===== config.mk =====
export PLATFORM = sky130hd
export DESIGN_NAME = memory_boundary_scan_tap
export DESIGN_NICKNAME = d
export VERILOG_FILES = /design/src/hw/scan_fifo.v /design/src/hw/memory_boundary_scan_tap.v
export VERILOG_INCLUDE_DIRS = /design/src /design/src/hw
export SDC_FILE = /design/constraint.sdc
export NUM_CORES = 1
export LEC_CHECK = 0
export BUFFER_PORTS_ARGS = -buffer_cell sky130_fd_sc_hd__buf_4
export CAP_MARGIN = 5
export CORE_MARGIN = 1
export CORE_UTILIZATION = 58
export DETAILED_ROUTE_END_ITERATION = 8
export GPL_ROUTABILITY_DRIVEN = 1
export PLACE_DENSITY = 0.89
export REMOVE_ABC_BUFFERS = 1
export SYNTH_ARGS = -nofsm -noshare
export SYNTH_HDL_FRONTEND = slang
export SYNTH_SLANG_ARGS = --single-unit

===== constraint.sdc =====
create_clock -name i_clk_sys -period 2.7 [get_ports i_clk_sys]
set_input_delay 0.54 -clock i_clk_sys [delete_from_list [all_inputs] [get_ports i_clk_sys]]
set_output_delay 0.54 -clock i_clk_sys [all_outputs]
set_load 0.005 [all_outputs]

===== src/hw/tap_regs.vh =====
/*
 * constants of the boundary-scan test port: instruction codes,
 * register sizes, identification field positions, reset values.
 * assumes it is included by bare name from the design files.
 */
`ifndef TAP_REGS_VH
`define TAP_REGS_VH

// register sizes
`define IR_LEN 8
`define BSR_LEN 113
`define ID_LEN 32

// instruction codes, zero-extended to the register width except bypass, which is all ones
`define INS_EXTEST 8'h00
`define INS_IDCODE 8'h01
`define INS_OUTPUTS_FLOAT_INSTRUCTION 8'h03
`define INS_SAMPLE 8'h05
`define INS_CLAMP 8'h07
`define INS_BYPASS 8'hff

// capture-ir pattern loaded into the shift stage
`define IR_CAPTURE 8'h01

// identification word field positions
`define ID_REV_MSB 31
`define ID_REV_LSB 28
`define ID_DEV_MSB 27
`define ID_DEV_LSB 12
`define ID_MAKER_MSB 11
`define ID_MAKER_LSB 1
`define ID_PRESENT_BIT 0

// reset values
`define IR_RESET `INS_IDCODE
`define BYPASS_CAPTURE 1'b0

// observation stream
`define OBS_WIDTH 2
`define OBS_DEPTH 16

`endif


===== src/hw/scan_fifo.v =====
/*
 * first-word-fall-through fifo with a registered head word.
 * assumes one clock domain and a synchronous active-high reset.
 */
`timescale 1ns/1ps
`default_nettype none

module scan_fifo #(
   parameter WIDTH = 2,
   parameter DEPTH = 16,
   parameter AW = 4
) (
   input wire i_clk_sys,
   input wire i_rst,
   input wire i_in_valid,
   input wire [WIDTH-1:0] i_in_data,
   output reg o_in_ready,
   output reg o_out_valid,
   output reg [WIDTH-1:0] o_out_data,
   input wire i_out_ready
);

   reg [WIDTH-1:0] mem [0:DEPTH-1];
   reg [AW-1:0] wr_ptr_ff;
   reg [AW-1:0] rd_ptr_ff;
   reg [AW:0] count_ff;
   reg [AW:0] nxt_count;
   wire push;
   wire pop_out;
   wire load;

   // push when room, move head when storage holds a word and head frees
   assign push = i_in_valid & o_in_ready;
   assign pop_out = o_out_valid & i_out_ready;
   assign load = (count_ff != {(AW+1){1'b0}}) & (~o_out_valid | pop_out);

   // occupancy of the storage array
   always @*
   begin
      nxt_count = count_ff;
      if (push & ~load)
         nxt_count = count_ff + 1'b1;
      else if (load & ~push)
         nxt_count = count_ff - 1'b1;
   end

   // storage writes
   always @(posedge i_clk_sys)
   begin
      if (push)
         mem[wr_ptr_ff] <= i_in_data;
   end

   // pointers, flags and head register
   always @(posedge i_clk_sys)
   begin
      if (i_rst)
      begin
         wr_ptr_ff <= {AW{1'b0}};
         rd_ptr_ff <= {AW{1'b0}};
         count_ff <= {(AW+1){1'b0}};
         o_in_ready <= 1'b0;
         o_out_valid <= 1'b0;
         o_out_data <= {WIDTH{1'b0}};
      end
      else
      begin
         count_ff <= nxt_count;
         o_in_ready <= (nxt_count != DEPTH[AW:0]); // honest full
         if (push)
            wr_ptr_ff <= wr_ptr_ff + 1'b1;
         if (load)
         begin
            rd_ptr_ff <= rd_ptr_ff + 1'b1;
            o_out_data <= mem[rd_ptr_ff];
            o_out_valid <= 1'b1;
         end
         else if (pop_out)
            o_out_valid <= 1'b0;
      end
   end

endmodule

`default_nettype wire


===== src/hw/memory_boundary_scan_tap.v =====
/*
 * boundary-scan test port of the memory device: state controller, instruction, bypass, boundary and id
 * registers, pin override outputs and a stream of shifted-out bits. assumes asynchronous test pins
 * oversampled by i_clk_sys against a test clock of at most an eighth of it; ring inputs are ball levels.
 */
// Summary of operation
// - inputs taken on sampled test-clock rising edge
// - serial output changes on test-clock falling edge
// - output enabled only in shift-ir, shift-dr
// - shift into msb, lsb drives serial output
// - mode-select high five edges resets controller
// - power-up reset floats serial output
// - ir updates in update-ir, resets to identify
// - capture-ir loads binary 01 into lsbs
// - one-bit bypass captures low
// - 113-bit boundary captures ring, then shifts
// - identify loads hardwired 32-bit code
// - eight-bit ir, effective only at update-ir
// - active instruction selects exactly one register
// - external test drives preloaded outputs
// - float instruction uses bypass, floats outputs
// - clamp drives outputs from boundary cells
// - sample snapshots balls, then shifts out
// - bypass routes data through one bit
// - decoder knows 0000, 0001, 0011, 0101, 0111, 1111
// - id word holds revision, device, maker, one
`timescale 1ns/1ps
`default_nettype none
`include "tap_regs.vh"

module memory_boundary_scan_tap #(
   parameter [3:0] REVISION = 4'h0,     // arbitrary value
   parameter [15:0] DEVICE_CODE = 16'h1234, // arbitrary value
   parameter [10:0] MAKER_CODE = 11'h123    // arbitrary value
) (
   input wire i_clk_sys,
   input wire i_rst,
   input wire i_tck,
   input wire i_tms,
   input wire i_tdi,
   output reg o_tdo,
   output reg o_tdo_oe,
   input wire [`BSR_LEN-1:0] i_ring_in,
   output reg [`BSR_LEN-1:0] o_ring_out,
   output reg o_ring_override,
   output reg o_outputs_float,
   output reg o_test_reset,
   output reg o_obs_valid,
   output reg [`OBS_WIDTH-1:0] o_obs_data,
   input wire i_obs_ready,
   output reg o_obs_in_ready
);

   // controller states
   localparam [3:0] ST_TLR = 4'h0;
   localparam [3:0] ST_RTI = 4'h1;
   localparam [3:0] ST_SEL_DR = 4'h2;
   localparam [3:0] ST_CAP_DR = 4'h3;
   localparam [3:0] ST_SH_DR = 4'h4;
   localparam [3:0] ST_EX1_DR = 4'h5;
   localparam [3:0] ST_PA_DR = 4'h6;
   localparam [3:0] ST_EX2_DR = 4'h7;
   localparam [3:0] ST_UPD_DR = 4'h8;
   localparam [3:0] ST_SEL_IR = 4'h9;
   localparam [3:0] ST_CAP_IR = 4'ha;
   localparam [3:0] ST_SH_IR = 4'hb;
   localparam [3:0] ST_EX1_IR = 4'hc;
   localparam [3:0] ST_PA_IR = 4'hd;
   localparam [3:0] ST_EX2_IR = 4'he;
   localparam [3:0] ST_UPD_IR = 4'hf;
   // data register selection
   localparam [1:0] SEL_BYPASS = 2'h0;
   localparam [1:0] SEL_BOUND = 2'h1;
   localparam [1:0] SEL_ID = 2'h2;
   wire [`ID_LEN-1:0] id_word;
   reg tck_s1_ff;
   reg tck_s2_ff;
   reg tck_s3_ff;
   reg tms_s1_ff;
   reg tms_s2_ff;
   reg tdi_s1_ff;
   reg tdi_s2_ff;
   reg [`BSR_LEN-1:0] ring_s1_ff;
   reg [`BSR_LEN-1:0] ring_s2_ff;
   wire tck_rise;
   wire tck_fall;
   reg [3:0] state_ff;
   reg [3:0] nxt_state;
   reg [`IR_LEN-1:0] ir_sh_ff;
   reg [`IR_LEN-1:0] ir_ff;
   reg bypass_ff;
   reg [`BSR_LEN-1:0] bsr_sh_ff;
   reg [`ID_LEN-1:0] id_sh_ff;
   reg [1:0] sel;
   reg serial_bit;
   wire shifting;
   wire obs_fifo_ready;
   wire obs_fifo_valid;
   wire [`OBS_WIDTH-1:0] obs_fifo_data;
   reg obs_push_ff;
   reg [`OBS_WIDTH-1:0] obs_word_ff;

   // identification word
   assign id_word = {REVISION, DEVICE_CODE, MAKER_CODE, 1'b1};

   // two-stage synchronisers for the test pins and the ball levels
   always @(posedge i_clk_sys)
   begin
      if (i_rst)
      begin
         tck_s1_ff <= 1'b0;
         tck_s2_ff <= 1'b0;
         tck_s3_ff <= 1'b0;
         tms_s1_ff <= 1'b1;
         tms_s2_ff <= 1'b1;
         tdi_s1_ff <= 1'b1;
         tdi_s2_ff <= 1'b1;
         ring_s1_ff <= {`BSR_LEN{1'b0}};
         ring_s2_ff <= {`BSR_LEN{1'b0}};
      end
      else
      begin
         tck_s1_ff <= i_tck;
         tck_s2_ff <= tck_s1_ff;
         tck_s3_ff <= tck_s2_ff;
         tms_s1_ff <= i_tms;
         tms_s2_ff <= tms_s1_ff;
         tdi_s1_ff <= i_tdi;
         tdi_s2_ff <= tdi_s1_ff;
         ring_s1_ff <= i_ring_in;
         ring_s2_ff <= ring_s1_ff;
      end
   end

   // test-clock edges found on the synchronised level
   assign tck_rise = tck_s2_ff & ~tck_s3_ff;
   assign tck_fall = ~tck_s2_ff & tck_s3_ff;
   assign shifting = (state_ff == ST_SH_DR) | (state_ff == ST_SH_IR);

   // sixteen-state controller transitions on mode-select
   always @*
   begin
      case (state_ff)
         ST_TLR: nxt_state = tms_s2_ff ? ST_TLR : ST_RTI;
         ST_RTI: nxt_state = tms_s2_ff ? ST_SEL_DR : ST_RTI;
         ST_SEL_DR: nxt_state = tms_s2_ff ? ST_SEL_IR : ST_CAP_DR;
         ST_CAP_DR: nxt_state = tms_s2_ff ? ST_EX1_DR : ST_SH_DR;
         ST_SH_DR: nxt_state = tms_s2_ff ? ST_EX1_DR : ST_SH_DR;
         ST_EX1_DR: nxt_state = tms_s2_ff ? ST_UPD_DR : ST_PA_DR;
         ST_PA_DR: nxt_state = tms_s2_ff ? ST_EX2_DR : ST_PA_DR;
         ST_EX2_DR: nxt_state = tms_s2_ff ? ST_UPD_DR : ST_SH_DR;
         ST_UPD_DR: nxt_state = tms_s2_ff ? ST_SEL_DR : ST_RTI;
         ST_SEL_IR: nxt_state = tms_s2_ff ? ST_TLR : ST_CAP_IR;
         ST_CAP_IR: nxt_state = tms_s2_ff ? ST_EX1_IR : ST_SH_IR;
         ST_SH_IR: nxt_state = tms_s2_ff ? ST_EX1_IR : ST_SH_IR;
         ST_EX1_IR: nxt_state = tms_s2_ff ? ST_UPD_IR : ST_PA_IR;
         ST_PA_IR: nxt_state = tms_s2_ff ? ST_EX2_IR : ST_PA_IR;
         ST_EX2_IR: nxt_state = tms_s2_ff ? ST_UPD_IR : ST_SH_IR;
         ST_UPD_IR: nxt_state = tms_s2_ff ? ST_SEL_DR : ST_RTI;
         default: nxt_state = ST_TLR;
      endcase
   end

   // instruction decode: one data register on the serial path
   always @*
   begin
      case (ir_ff)
         `INS_EXTEST: sel = SEL_BOUND;
         `INS_SAMPLE: sel = SEL_BOUND;
         `INS_IDCODE: sel = SEL_ID;
         `INS_OUTPUTS_FLOAT_INSTRUCTION: sel = SEL_BYPASS;
         `INS_CLAMP: sel = SEL_BYPASS;
         `INS_BYPASS: sel = SEL_BYPASS;
         default: sel = SEL_BYPASS; // reserved codes fall back to bypass
      endcase
   end

   // bit presented on the serial output: lsb of the active stage
   always @*
   begin
      if (state_ff == ST_SH_IR)
         serial_bit = ir_sh_ff[0];
      else
      begin
         case (sel)
            SEL_BOUND: serial_bit = bsr_sh_ff[0];
            SEL_ID: serial_bit = id_sh_ff[0];
            default: serial_bit = bypass_ff;
         endcase
      end
   end

   // controller state and instruction path, stepped on rising edges
   always @(posedge i_clk_sys)
   begin
      if (i_rst)
      begin
         state_ff <= ST_TLR;
         ir_sh_ff <= `IR_RESET;
         ir_ff <= `IR_RESET;
      end
      else if (tck_rise)
      begin
         state_ff <= nxt_state;
         case (state_ff)
            ST_TLR: ir_ff <= `IR_RESET;
            ST_CAP_IR: ir_sh_ff <= `IR_CAPTURE;
            ST_SH_IR: ir_sh_ff <= {tdi_s2_ff, ir_sh_ff[`IR_LEN-1:1]};
            ST_UPD_IR: ir_ff <= ir_sh_ff;
            default: if (nxt_state == ST_TLR) ir_ff <= `IR_RESET; // identify on entry to reset
         endcase
      end
   end

   // data registers: capture and shift of the selected one only
   always @(posedge i_clk_sys)
   begin
      if (i_rst)
      begin
         bypass_ff <= `BYPASS_CAPTURE;
         bsr_sh_ff <= {`BSR_LEN{1'b0}};
         id_sh_ff <= {`ID_LEN{1'b0}};
      end
      else if (tck_rise)
      begin
         if (state_ff == ST_CAP_DR)
         begin
            case (sel)
               SEL_BOUND: bsr_sh_ff <= ring_s2_ff;
               SEL_ID: id_sh_ff <= id_word;
               default: bypass_ff <= `BYPASS_CAPTURE;
            endcase
         end
         else if (state_ff == ST_SH_DR)
         begin
            case (sel)
               SEL_BOUND: bsr_sh_ff <= {tdi_s2_ff, bsr_sh_ff[`BSR_LEN-1:1]};
               SEL_ID: id_sh_ff <= {tdi_s2_ff, id_sh_ff[`ID_LEN-1:1]};
               default: bypass_ff <= tdi_s2_ff;
            endcase
         end
      end
   end

   // ball drivers: update stage and override modes
   always @(posedge i_clk_sys)
   begin
      if (i_rst)
      begin
         o_ring_out <= {`BSR_LEN{1'b0}};
         o_ring_override <= 1'b0;
         o_outputs_float <= 1'b0;
      end
      else if (tck_rise)
      begin
         if (nxt_state == ST_TLR) // cleared on the edge that enters reset
         begin
            o_ring_override <= 1'b0; // test reset leaves the memory alone
            o_outputs_float <= 1'b0;
         end
         else if (state_ff == ST_UPD_DR && sel == SEL_BOUND)
            o_ring_out <= bsr_sh_ff; // preload or test vector latched
         else if (state_ff == ST_UPD_IR)
         begin
            o_ring_override <= (ir_sh_ff == `INS_EXTEST) | (ir_sh_ff == `INS_CLAMP);
            o_outputs_float <= (ir_sh_ff == `INS_OUTPUTS_FLOAT_INSTRUCTION);
         end
      end
   end

   // serial output and its enable, changed only on falling edges
   always @(posedge i_clk_sys)
   begin
      if (i_rst)
      begin
         o_tdo <= 1'b0;
         o_tdo_oe <= 1'b0;
         o_test_reset <= 1'b1;
      end
      else
      begin
         o_test_reset <= (state_ff == ST_TLR);
         if (tck_fall)
         begin
            o_tdo <= serial_bit;
            o_tdo_oe <= shifting;
         end
      end
   end

   // every bit leaving the shift stage is pushed to the observation stream while it has room
   always @(posedge i_clk_sys)
   begin
      if (i_rst)
      begin
         obs_push_ff <= 1'b0;
         obs_word_ff <= {`OBS_WIDTH{1'b0}};
      end
      else
      begin
         obs_push_ff <= tck_rise & shifting;
         if (tck_rise & shifting)
            obs_word_ff <= {state_ff == ST_SH_IR, serial_bit};
      end
   end

   // bits are dropped while the stream is full; the test clock cannot wait
   scan_fifo #(
      .WIDTH(`OBS_WIDTH),
      .DEPTH(`OBS_DEPTH),
      .AW(4)
   ) u_obs_fifo (
      .i_clk_sys(i_clk_sys),
      .i_rst(i_rst),
      .i_in_valid(obs_push_ff),
      .i_in_data(obs_word_ff),
      .o_in_ready(obs_fifo_ready),
      .o_out_valid(obs_fifo_valid),
      .o_out_data(obs_fifo_data),
      .i_out_ready(i_obs_ready)
   );

   // stream outputs taken from the fifo's registers
   always @*
   begin
      o_obs_valid = obs_fifo_valid;
      o_obs_data = obs_fifo_data;
      o_obs_in_ready = obs_fifo_ready;
   end

endmodule

`default_nettype wire


==> flow_metrics.tcl, run 1 <==
set metrics [dict create \
    status "finished clean" \
    synth_edf_count 32 \
    timing.rr.end "bsr_sh_ff[34]$_SDFFE_PP0P_" \
    grt_overflow 0 \
    syn2layout_area_growth_pct 18.5 \
    hold_viol_final 0 \
    routed_wirelength_um 43400 \
    clkSlewWorstSetupHoldPaths_ns 0.06 \
    dr.pass1.iters 5 \
    die_area_um2 35700 \
    cp_top_family "simple AND/OR/NAND/NOR gates" \
    finClkSkew_ns 0.0242 \
    drive_gt1_share_pct 20.1 \
    die_x_um 189 \
    grt_pass1_wl_um 70800 \
    setup_tns_ns 0 \
    finalNetCount 2415 \
    instances_no_fill 2784 \
    yosysSeqAreaShare_pct 57.7 \
    clk_path_buf_depth 3 \
    p_total_uw 17000 \
    place_ws_ns 0.0319 \
    core_area_um2 34500 \
    total_leakage_power_uw 0.00853 \
    reg2reg_from "ir_ff[3]$_SDFFE_PP0P_" \
    rr_worst_depth 8 \
    ys_ff_latch 569 \
    slew_viol_final 0 \
    grt_use_total_pct 24.0 \
    synth_top_flop_cell "dfxtp_1" \
    yosys_warnings 0 \
    die_h_um 189 \
    reg2reg_slack_ns 0.11 \
    crit_path_end_kind "flop" \
    grt_pass1_vias 14600 \
    holdPathEnd "tdi_s1_ff$_SDFF_PP1_" \
    postSynthAreaPerCell_um2 9.55 \
    worstHoldPathCells 2 \
    synth_top_area_cell "dfxtp_1" \
    detailed_place_hpwl_um 26900 \
    n_antenna_cell 0 \
    crit_fanout 26 \
    cts_tree "yes" \
    slew_headroom_pct 54.8 \
    yosys-top-cells-count "dfxtp_1 (537), nand2_1 (510), nor2b_1 (233)" \
    rsz0062_at_grt "no" \
    p_per_area_nw_per_um2 708 \
    pin_count 241 \
    synth_area_um2 20300 \
    post-route-period-util_pct 96.0 \
    insertion_delay_ns 0.59 \
    synthCells 2125 \
    cp_num_buf_inv 1 \
    fin_crit_ns 2.59 \
    numPortBuffers 240 \
    cts_buffers 53 \
    worst_path_max_delay_cell "or4_1" \
    via_count 15000 \
    synth_most_common_cell "dfxtp_1" \
    ys_types 60 \
    yosys-top-cells-area "dfxtp_1 (53%), nand2_1 (9.4%), nor2b_1 (7.2%)" \
    worst_path_largest_cell_delay_ns 0.51 \
    maxCapViolCount 0 \
    row_count 68 \
    antenna_found_initial 0 \
    postCtsSetupRepairBufs 0 \
    cp_data_required_time_ns 3.18 \
    worstSetupStartpointType "flop" \
    h-tree-depth 2 \
    gp_congestion 0.849 \
    grt_start_max_net_pins 120 \
    min_from "i_tdi" \
    netlist.area_leader.share_pct 53.0 \
    min_path_type "input pin to flop" \
    drt_iter0_drc 939 \
    fin_ws_ns 0.109 \
    peakVddDrop_mv 0.506 \
    cts-root-buf "clkbuf_16" \
    wl_per_cell_um 15.6 \
    setup_viol 0 \
    critical_path_arrival_ns 3.07 \
    startpoint "ir_ff[3]$_SDFFE_PP0P_" \
    tightest_slew_ns 0.677 \
    dp_cells 2687 \
    antenna_left 0 \
    drc_errors 0 \
    path_class "flop to flop" \
    fmaxAchievable_mhz 386 \
    synthArstFlopShare_pct 0 \
    start_util_pct 58.9 \
    cts.sink_count 569 \
    path_cells "or4_1 -> nor3_1 -> and2_1 -> ha_1 -> and2_4 -> buf_4 -> nor2_1 -> a311oi_2" \
    drt-vias-per-instance 5.40 \
]
[power by group]
group          switching, uW  internal (uW)  leakage (uW)
Combinational            477            526       0.00300
Sequential               167           8690       0.00467
Clock                   3100           4060      0.000856
[metal layers]
metal / track usage [%] / part of all wire [%] / up-vias
met5: 0 / 0 / -
met4: 9.49 / 3.5 / 0
met3: 3.80 / 4.5 / 103
met2: 42.4 / 51 / 413
met1: 29.2 / 41 / 7157
li1: - / - / 7374
[kinds of logic (layout without fill, tap and decap cells)]
family,after synthesis,in the layout,synth area share [%]
AND/OR/NAND/NOR,1022,1022,22.9
flip-flops,569,569,57.7
AO/OA/AOI/OAI,319,319,12.9
buffers and inverters,177,381,4.08
multiplexers,16,16,1.30
XOR/XNOR,13,13,0.561
adder cells (fa/ha/maj),9,9,0.555
[per-stage QoR]
stage          hold slack (ns)  area, um2  utilization, %
6_report                 0.155      24000            69.8
4_1_cts                  0.131      24000            69.7
3_3_place_gp             0.392      22300            64.8
2_1_floorplan            0.389      19500               -
3_5_place_dp             0.396      22300            64.8
5_1_grt                  0.136      24000            69.8
[worst reg2reg max path, stage by stage, from the launching register on]
cell and delay, ns:
dfxtp_1 0.30, or4_1 0.51, nor3_1 0.19, and2_1 0.19, ha_1 0.23, and2_4 0.27, buf_4 0.37, nor2_1 0.13
a311oi_2 0.31
[registers in the layout, indices dropped and copies added, names as in the netlist, 2 cells and up]
name and cells:
o_ring_out 113, id_sh_ff 32, obs_word_ff 2, state_ff 4
u_obs_fifo.mem 32, u_obs_fifo.o_out_data 2, u_obs_fifo.wr_ptr_ff 4, u_obs_fifo.count_ff 5
ir_sh_ff 8, bsr_sh_ff 113, u_obs_fifo.rd_ptr_ff 4, ring_s1_ff 113
ir_ff 8, ring_s2_ff 113
[layout by cell type (no fill, tap or decap), types with 32 or more instances in the layout]
master     synthesis  routed
dfxtp_1          537     537
nand2_1          510     510
buf_4              6     256
nor2b_1          233     233
nor2_1           167     167
a21oi_1          162     162
a311oi_2          76      77
clkbuf_16          0      53
nand3_1           40      40
nor3_1            36      36
a311oi_1          36      35
edfxtp_1          32      32
[cell type report]
cell class,instances,area (um2)
Clock buffer,75,1530
Clock inverter,22,169
Fill cell,2444,10400
Inverter,12,45.0
Multi-Input combinational cell,1379,7770
Sequential cell,569,11700
Tap cell,455,569
Timing Repair Buffer,272,2240
[worst max path at each step]
stage / to / slack (ns) / cells past startpoint
after floorplan: bsr_sh_ff[100]$_SDFFE_PP0P_ / -4.19 / 6
after global placement: id_sh_ff[8]$_SDFFE_PP0P_ / 0.15 / 8
after detailed placement: id_sh_ff[7]$_SDFFE_PP0P_ / 0.03 / 8
after CTS: id_sh_ff[13]$_SDFFE_PP0P_ / 0.007 / 8
after global routing: bsr_sh_ff[34]$_SDFFE_PP0P_ / 0.0007 / 8
final: bsr_sh_ff[34]$_SDFFE_PP0P_ / 0.11 / 8
[timing repair]
action                                  4_1_cts  5_1_grt
hold buffers                                  0        0
endpoints found under the setup margin        0       35
hold endpoints to repair                      0        0
gates resized for setup                       0        3
Note: power is estimated with default switching activity, not from simulation.
==> inputs of run 2 (changes only) <==
- CORE_UTILIZATION: 58 -> 57
- GPL_TIMING_DRIVEN: not set -> 0
- PLACE_DENSITY: 0.89 -> 0.88
- SYNTH_HIERARCHICAL: not set -> 1
==> run 2 against run 1 <==
- wire length grew 6.8%
- clock skew down 0.0025 ns
- sequential share of layout area is 0.19 points higher
- design area is 0.33% lower
- highest routed layer unchanged
==> flow_metrics.tcl, run 2 <==
set metrics [dict create \
    synthCells 2115 \
    synth_top_area_cell "dfxtp_1" \
    grt_overflow 0 \
    drive_gt1_share_pct 18.6 \
    finClkSkew_ns 0.0217 \
    die_area_um2 36000 \
    grt_pass1_vias 14900 \
    peakVddDrop_mv 0.680 \
    synth_most_common_cell "dfxtp_1" \
    p_per_area_nw_per_um2 726 \
    ys_types 66 \
    status "finished clean" \
    h-tree-depth 2 \
    dr.pass1.iters 5 \
    cts_tree "yes" \
    hold_viol_final 0 \
    pin_count 241 \
    cts-root-buf "clkbuf_16" \
    yosys-top-cells-area "dfxtp_1 (54%), nand2_1 (9.3%), nor2b_1 (7.5%)" \
    post-route-period-util_pct 96.2 \
    synthAdderAreaFrac_pct 0.630 \
    grt_pass1_wl_um 73700 \
    start_util_pct 57.9 \
    postSynthAreaPerCell_um2 9.49 \
    whs_ns 0.128 \
    via_count 15300 \
    dpl_cell_area_um2 22000 \
    insertion_delay_ns 0.60 \
    fin_area_um2 24000 \
    antenna_left 0 \
    synth.mux.area_fraction_pct 1.22 \
    cp_data_required_time_ns 3.15 \
    drt-vias-per-instance 5.51 \
    fin_ws_ns 0.102 \
    clkSlewWorstSetupHoldPaths_ns 0.06 \
    final_cell_mix "dfxtp_1 (533), nand2_1 (498), buf_4 (246)" \
    synth_edf_count 32 \
    instances_no_fill 2772 \
    place_ws_ns -0.439 \
    grt_start_max_net_pins 150 \
    setup_viol 0 \
    dp_cells 2663 \
    critical_path_arrival_ns 3.05 \
    clk_path_buf_depth 3 \
    yosys-top-cells-count "dfxtp_1 (537), nand2_1 (498), nor2b_1 (240)" \
    drt_iter0_drc 930 \
    synth-xor-area-share_pct 0.649 \
    cts_buffers 54 \
    synth_area_um2 20100 \
    syn2layout_area_growth_pct 19.4 \
    detailed_place_hpwl_um 26900 \
    row_count 68 \
    min_from "i_tms" \
    drc_errors 0 \
    die_h_um 190 \
    total_leakage_power_uw 0.00856 \
    gp_congestion 0.827 \
    nFillCells 2417 \
    tightest_slew_ns 1.02 \
    slew_headroom_pct 32.2 \
    reg2reg_from "ir_ff[3]$_SDFFE_PP0P_" \
    yosysSeqAreaShare_pct 58.4 \
    final_common_cell "dfxtp_1" \
    synth-simple-area-share_pct 23.5 \
    synth_compound_area_share_pct 11.6 \
    grt_use_total_pct 25.4 \
    path_class "flop to flop" \
    core_area_um2 34600 \
    synth_top_flop_cell "dfxtp_1" \
    worstSetupStartpointType "flop" \
    n_antenna_cell 0 \
    maxCapViolCount 0 \
    crit_fanout 20 \
    netlist.area_leader.share_pct 53.6 \
    ys_ff_latch 569 \
    cts.sink_count 569 \
    routed_wirelength_um 46400 \
    wl_per_cell_um 16.7 \
    finalNetCount 2402 \
    slew_viol_final 0 \
    startpoint "ir_ff[3]$_SDFFE_PP0P_" \
    min_path_type "input pin to flop" \
    synthArstFlopShare_pct 0 \
    synth_top_family_by_area "simple AND/OR/NAND/NOR gates" \
    fin_crit_ns 2.60 \
    antenna_found_initial 0 \
    numPortBuffers 240 \
    yosys_warnings 6 \
    fmaxAchievable_mhz 385 \
    crit_path_end_kind "flop" \
    die_x_um 190 \
]
-- run 2: cell count changes after synthesis, moves of 6 or more --
cell,change
nor4b_1,+7
nor2b_1,+7
buf_2,+17
a311oi_2,-51
a21oi_1,-6
nand3_1,-9
clkbuf_1,-20
nor2_1,-10
nand2_1,-12
a31o_2,+6
a311oi_1,+51
-- run 2: timing repair --
item | 4_1_cts | 5_1_grt
setup buffers | 5 | 1
cloned | 4 | 0
setup endpoints to repair | 193 | 165
gates resized for setup | 7 | 8
hold endpoints to repair | 0 | 0
hold buffers | 0 | 0
pin swaps | 0 | 1
-- run 2: where the power goes --
| part | leakage [uW] | switching (uW) | internal [uW] |
|---|---|---|---|
| Sequential | 0.00468 | 169 | 8680 |
| Clock | 0.000884 | 3170 | 4330 |
| Combinational | 0.00300 | 498 | 531 |
| Total | 0.00856 | 3840 | 13500 |
-- run 2: through the flow --
step / total power [uW] / utilization [%] / TNS [ns]
detailed placement: 10000 / 63.7 / -49.66
floorplan: 9600 / - / -463.02
global placement: 9980 / 62.5 / -1598.34
global route: 18000 / 69.2 / -0.0119
finish: 17400 / 69.2 / 0
CTS: 17500 / 69.1 / 0
-- run 2: critical path, stage by stage, from the launching register on --
cell     delay [ns]
dfxtp_1        0.31
nor4_1         0.28
nor3b_2        0.26
and2_4         0.19
ha_4           0.19
nor2b_4        0.26
nand4_1        0.20
buf_6          0.25
buf_8          0.16
buf_8          0.17
nand2_1        0.10
a21oi_1        0.08
-- run 2: layout make-up --
class | count | area (um2) | area share (%)
clock buffer | 80 | 1610 | 6.74
multi-input combinational | 1376 | 7630 | 31.9
sequential | 569 | 11700 | 48.9
inverter | 10 | 37.5 | 0.157
clock inverter | 19 | 161 | 0.674
tap | 455 | 569 | 2.38
timing repair buffer | 263 | 2220 | 9.27
-- run 2: worst paths after layout --
path              depth (start not counted)  slack (ns)                          end
setup / recovery                         11        0.10  o_ring_out[86]$_SDFFE_PP0P_
hold / removal                            2        0.13         tms_s1_ff$_SDFF_PP1_
setup reg to reg                         11        0.10  o_ring_out[86]$_SDFFE_PP0P_
hold reg to reg                           1        0.41         tms_s2_ff$_SDFF_PP1_
-- run 2: logic make-up (layout without fill, tap and decap cells) --
logic type	Yosys count	after routing
AOI/OAI and AO/OA	322	324
buffers and inverters	174	372
xor gates and xnor gates	14	14
adders and majority gates	10	10
DFF	569	569
muxes	14	14
and+or+nand+nor	1012	1014
-- run 2: metal layers --
metal  GRT usage, %  vias up  wire [um]
li1               -     7389          -
met1           30.4     7265      18900
met2           43.7      499      22700
met3           5.15      111       2920
met4           11.9        0       1830
met5              0        -          0
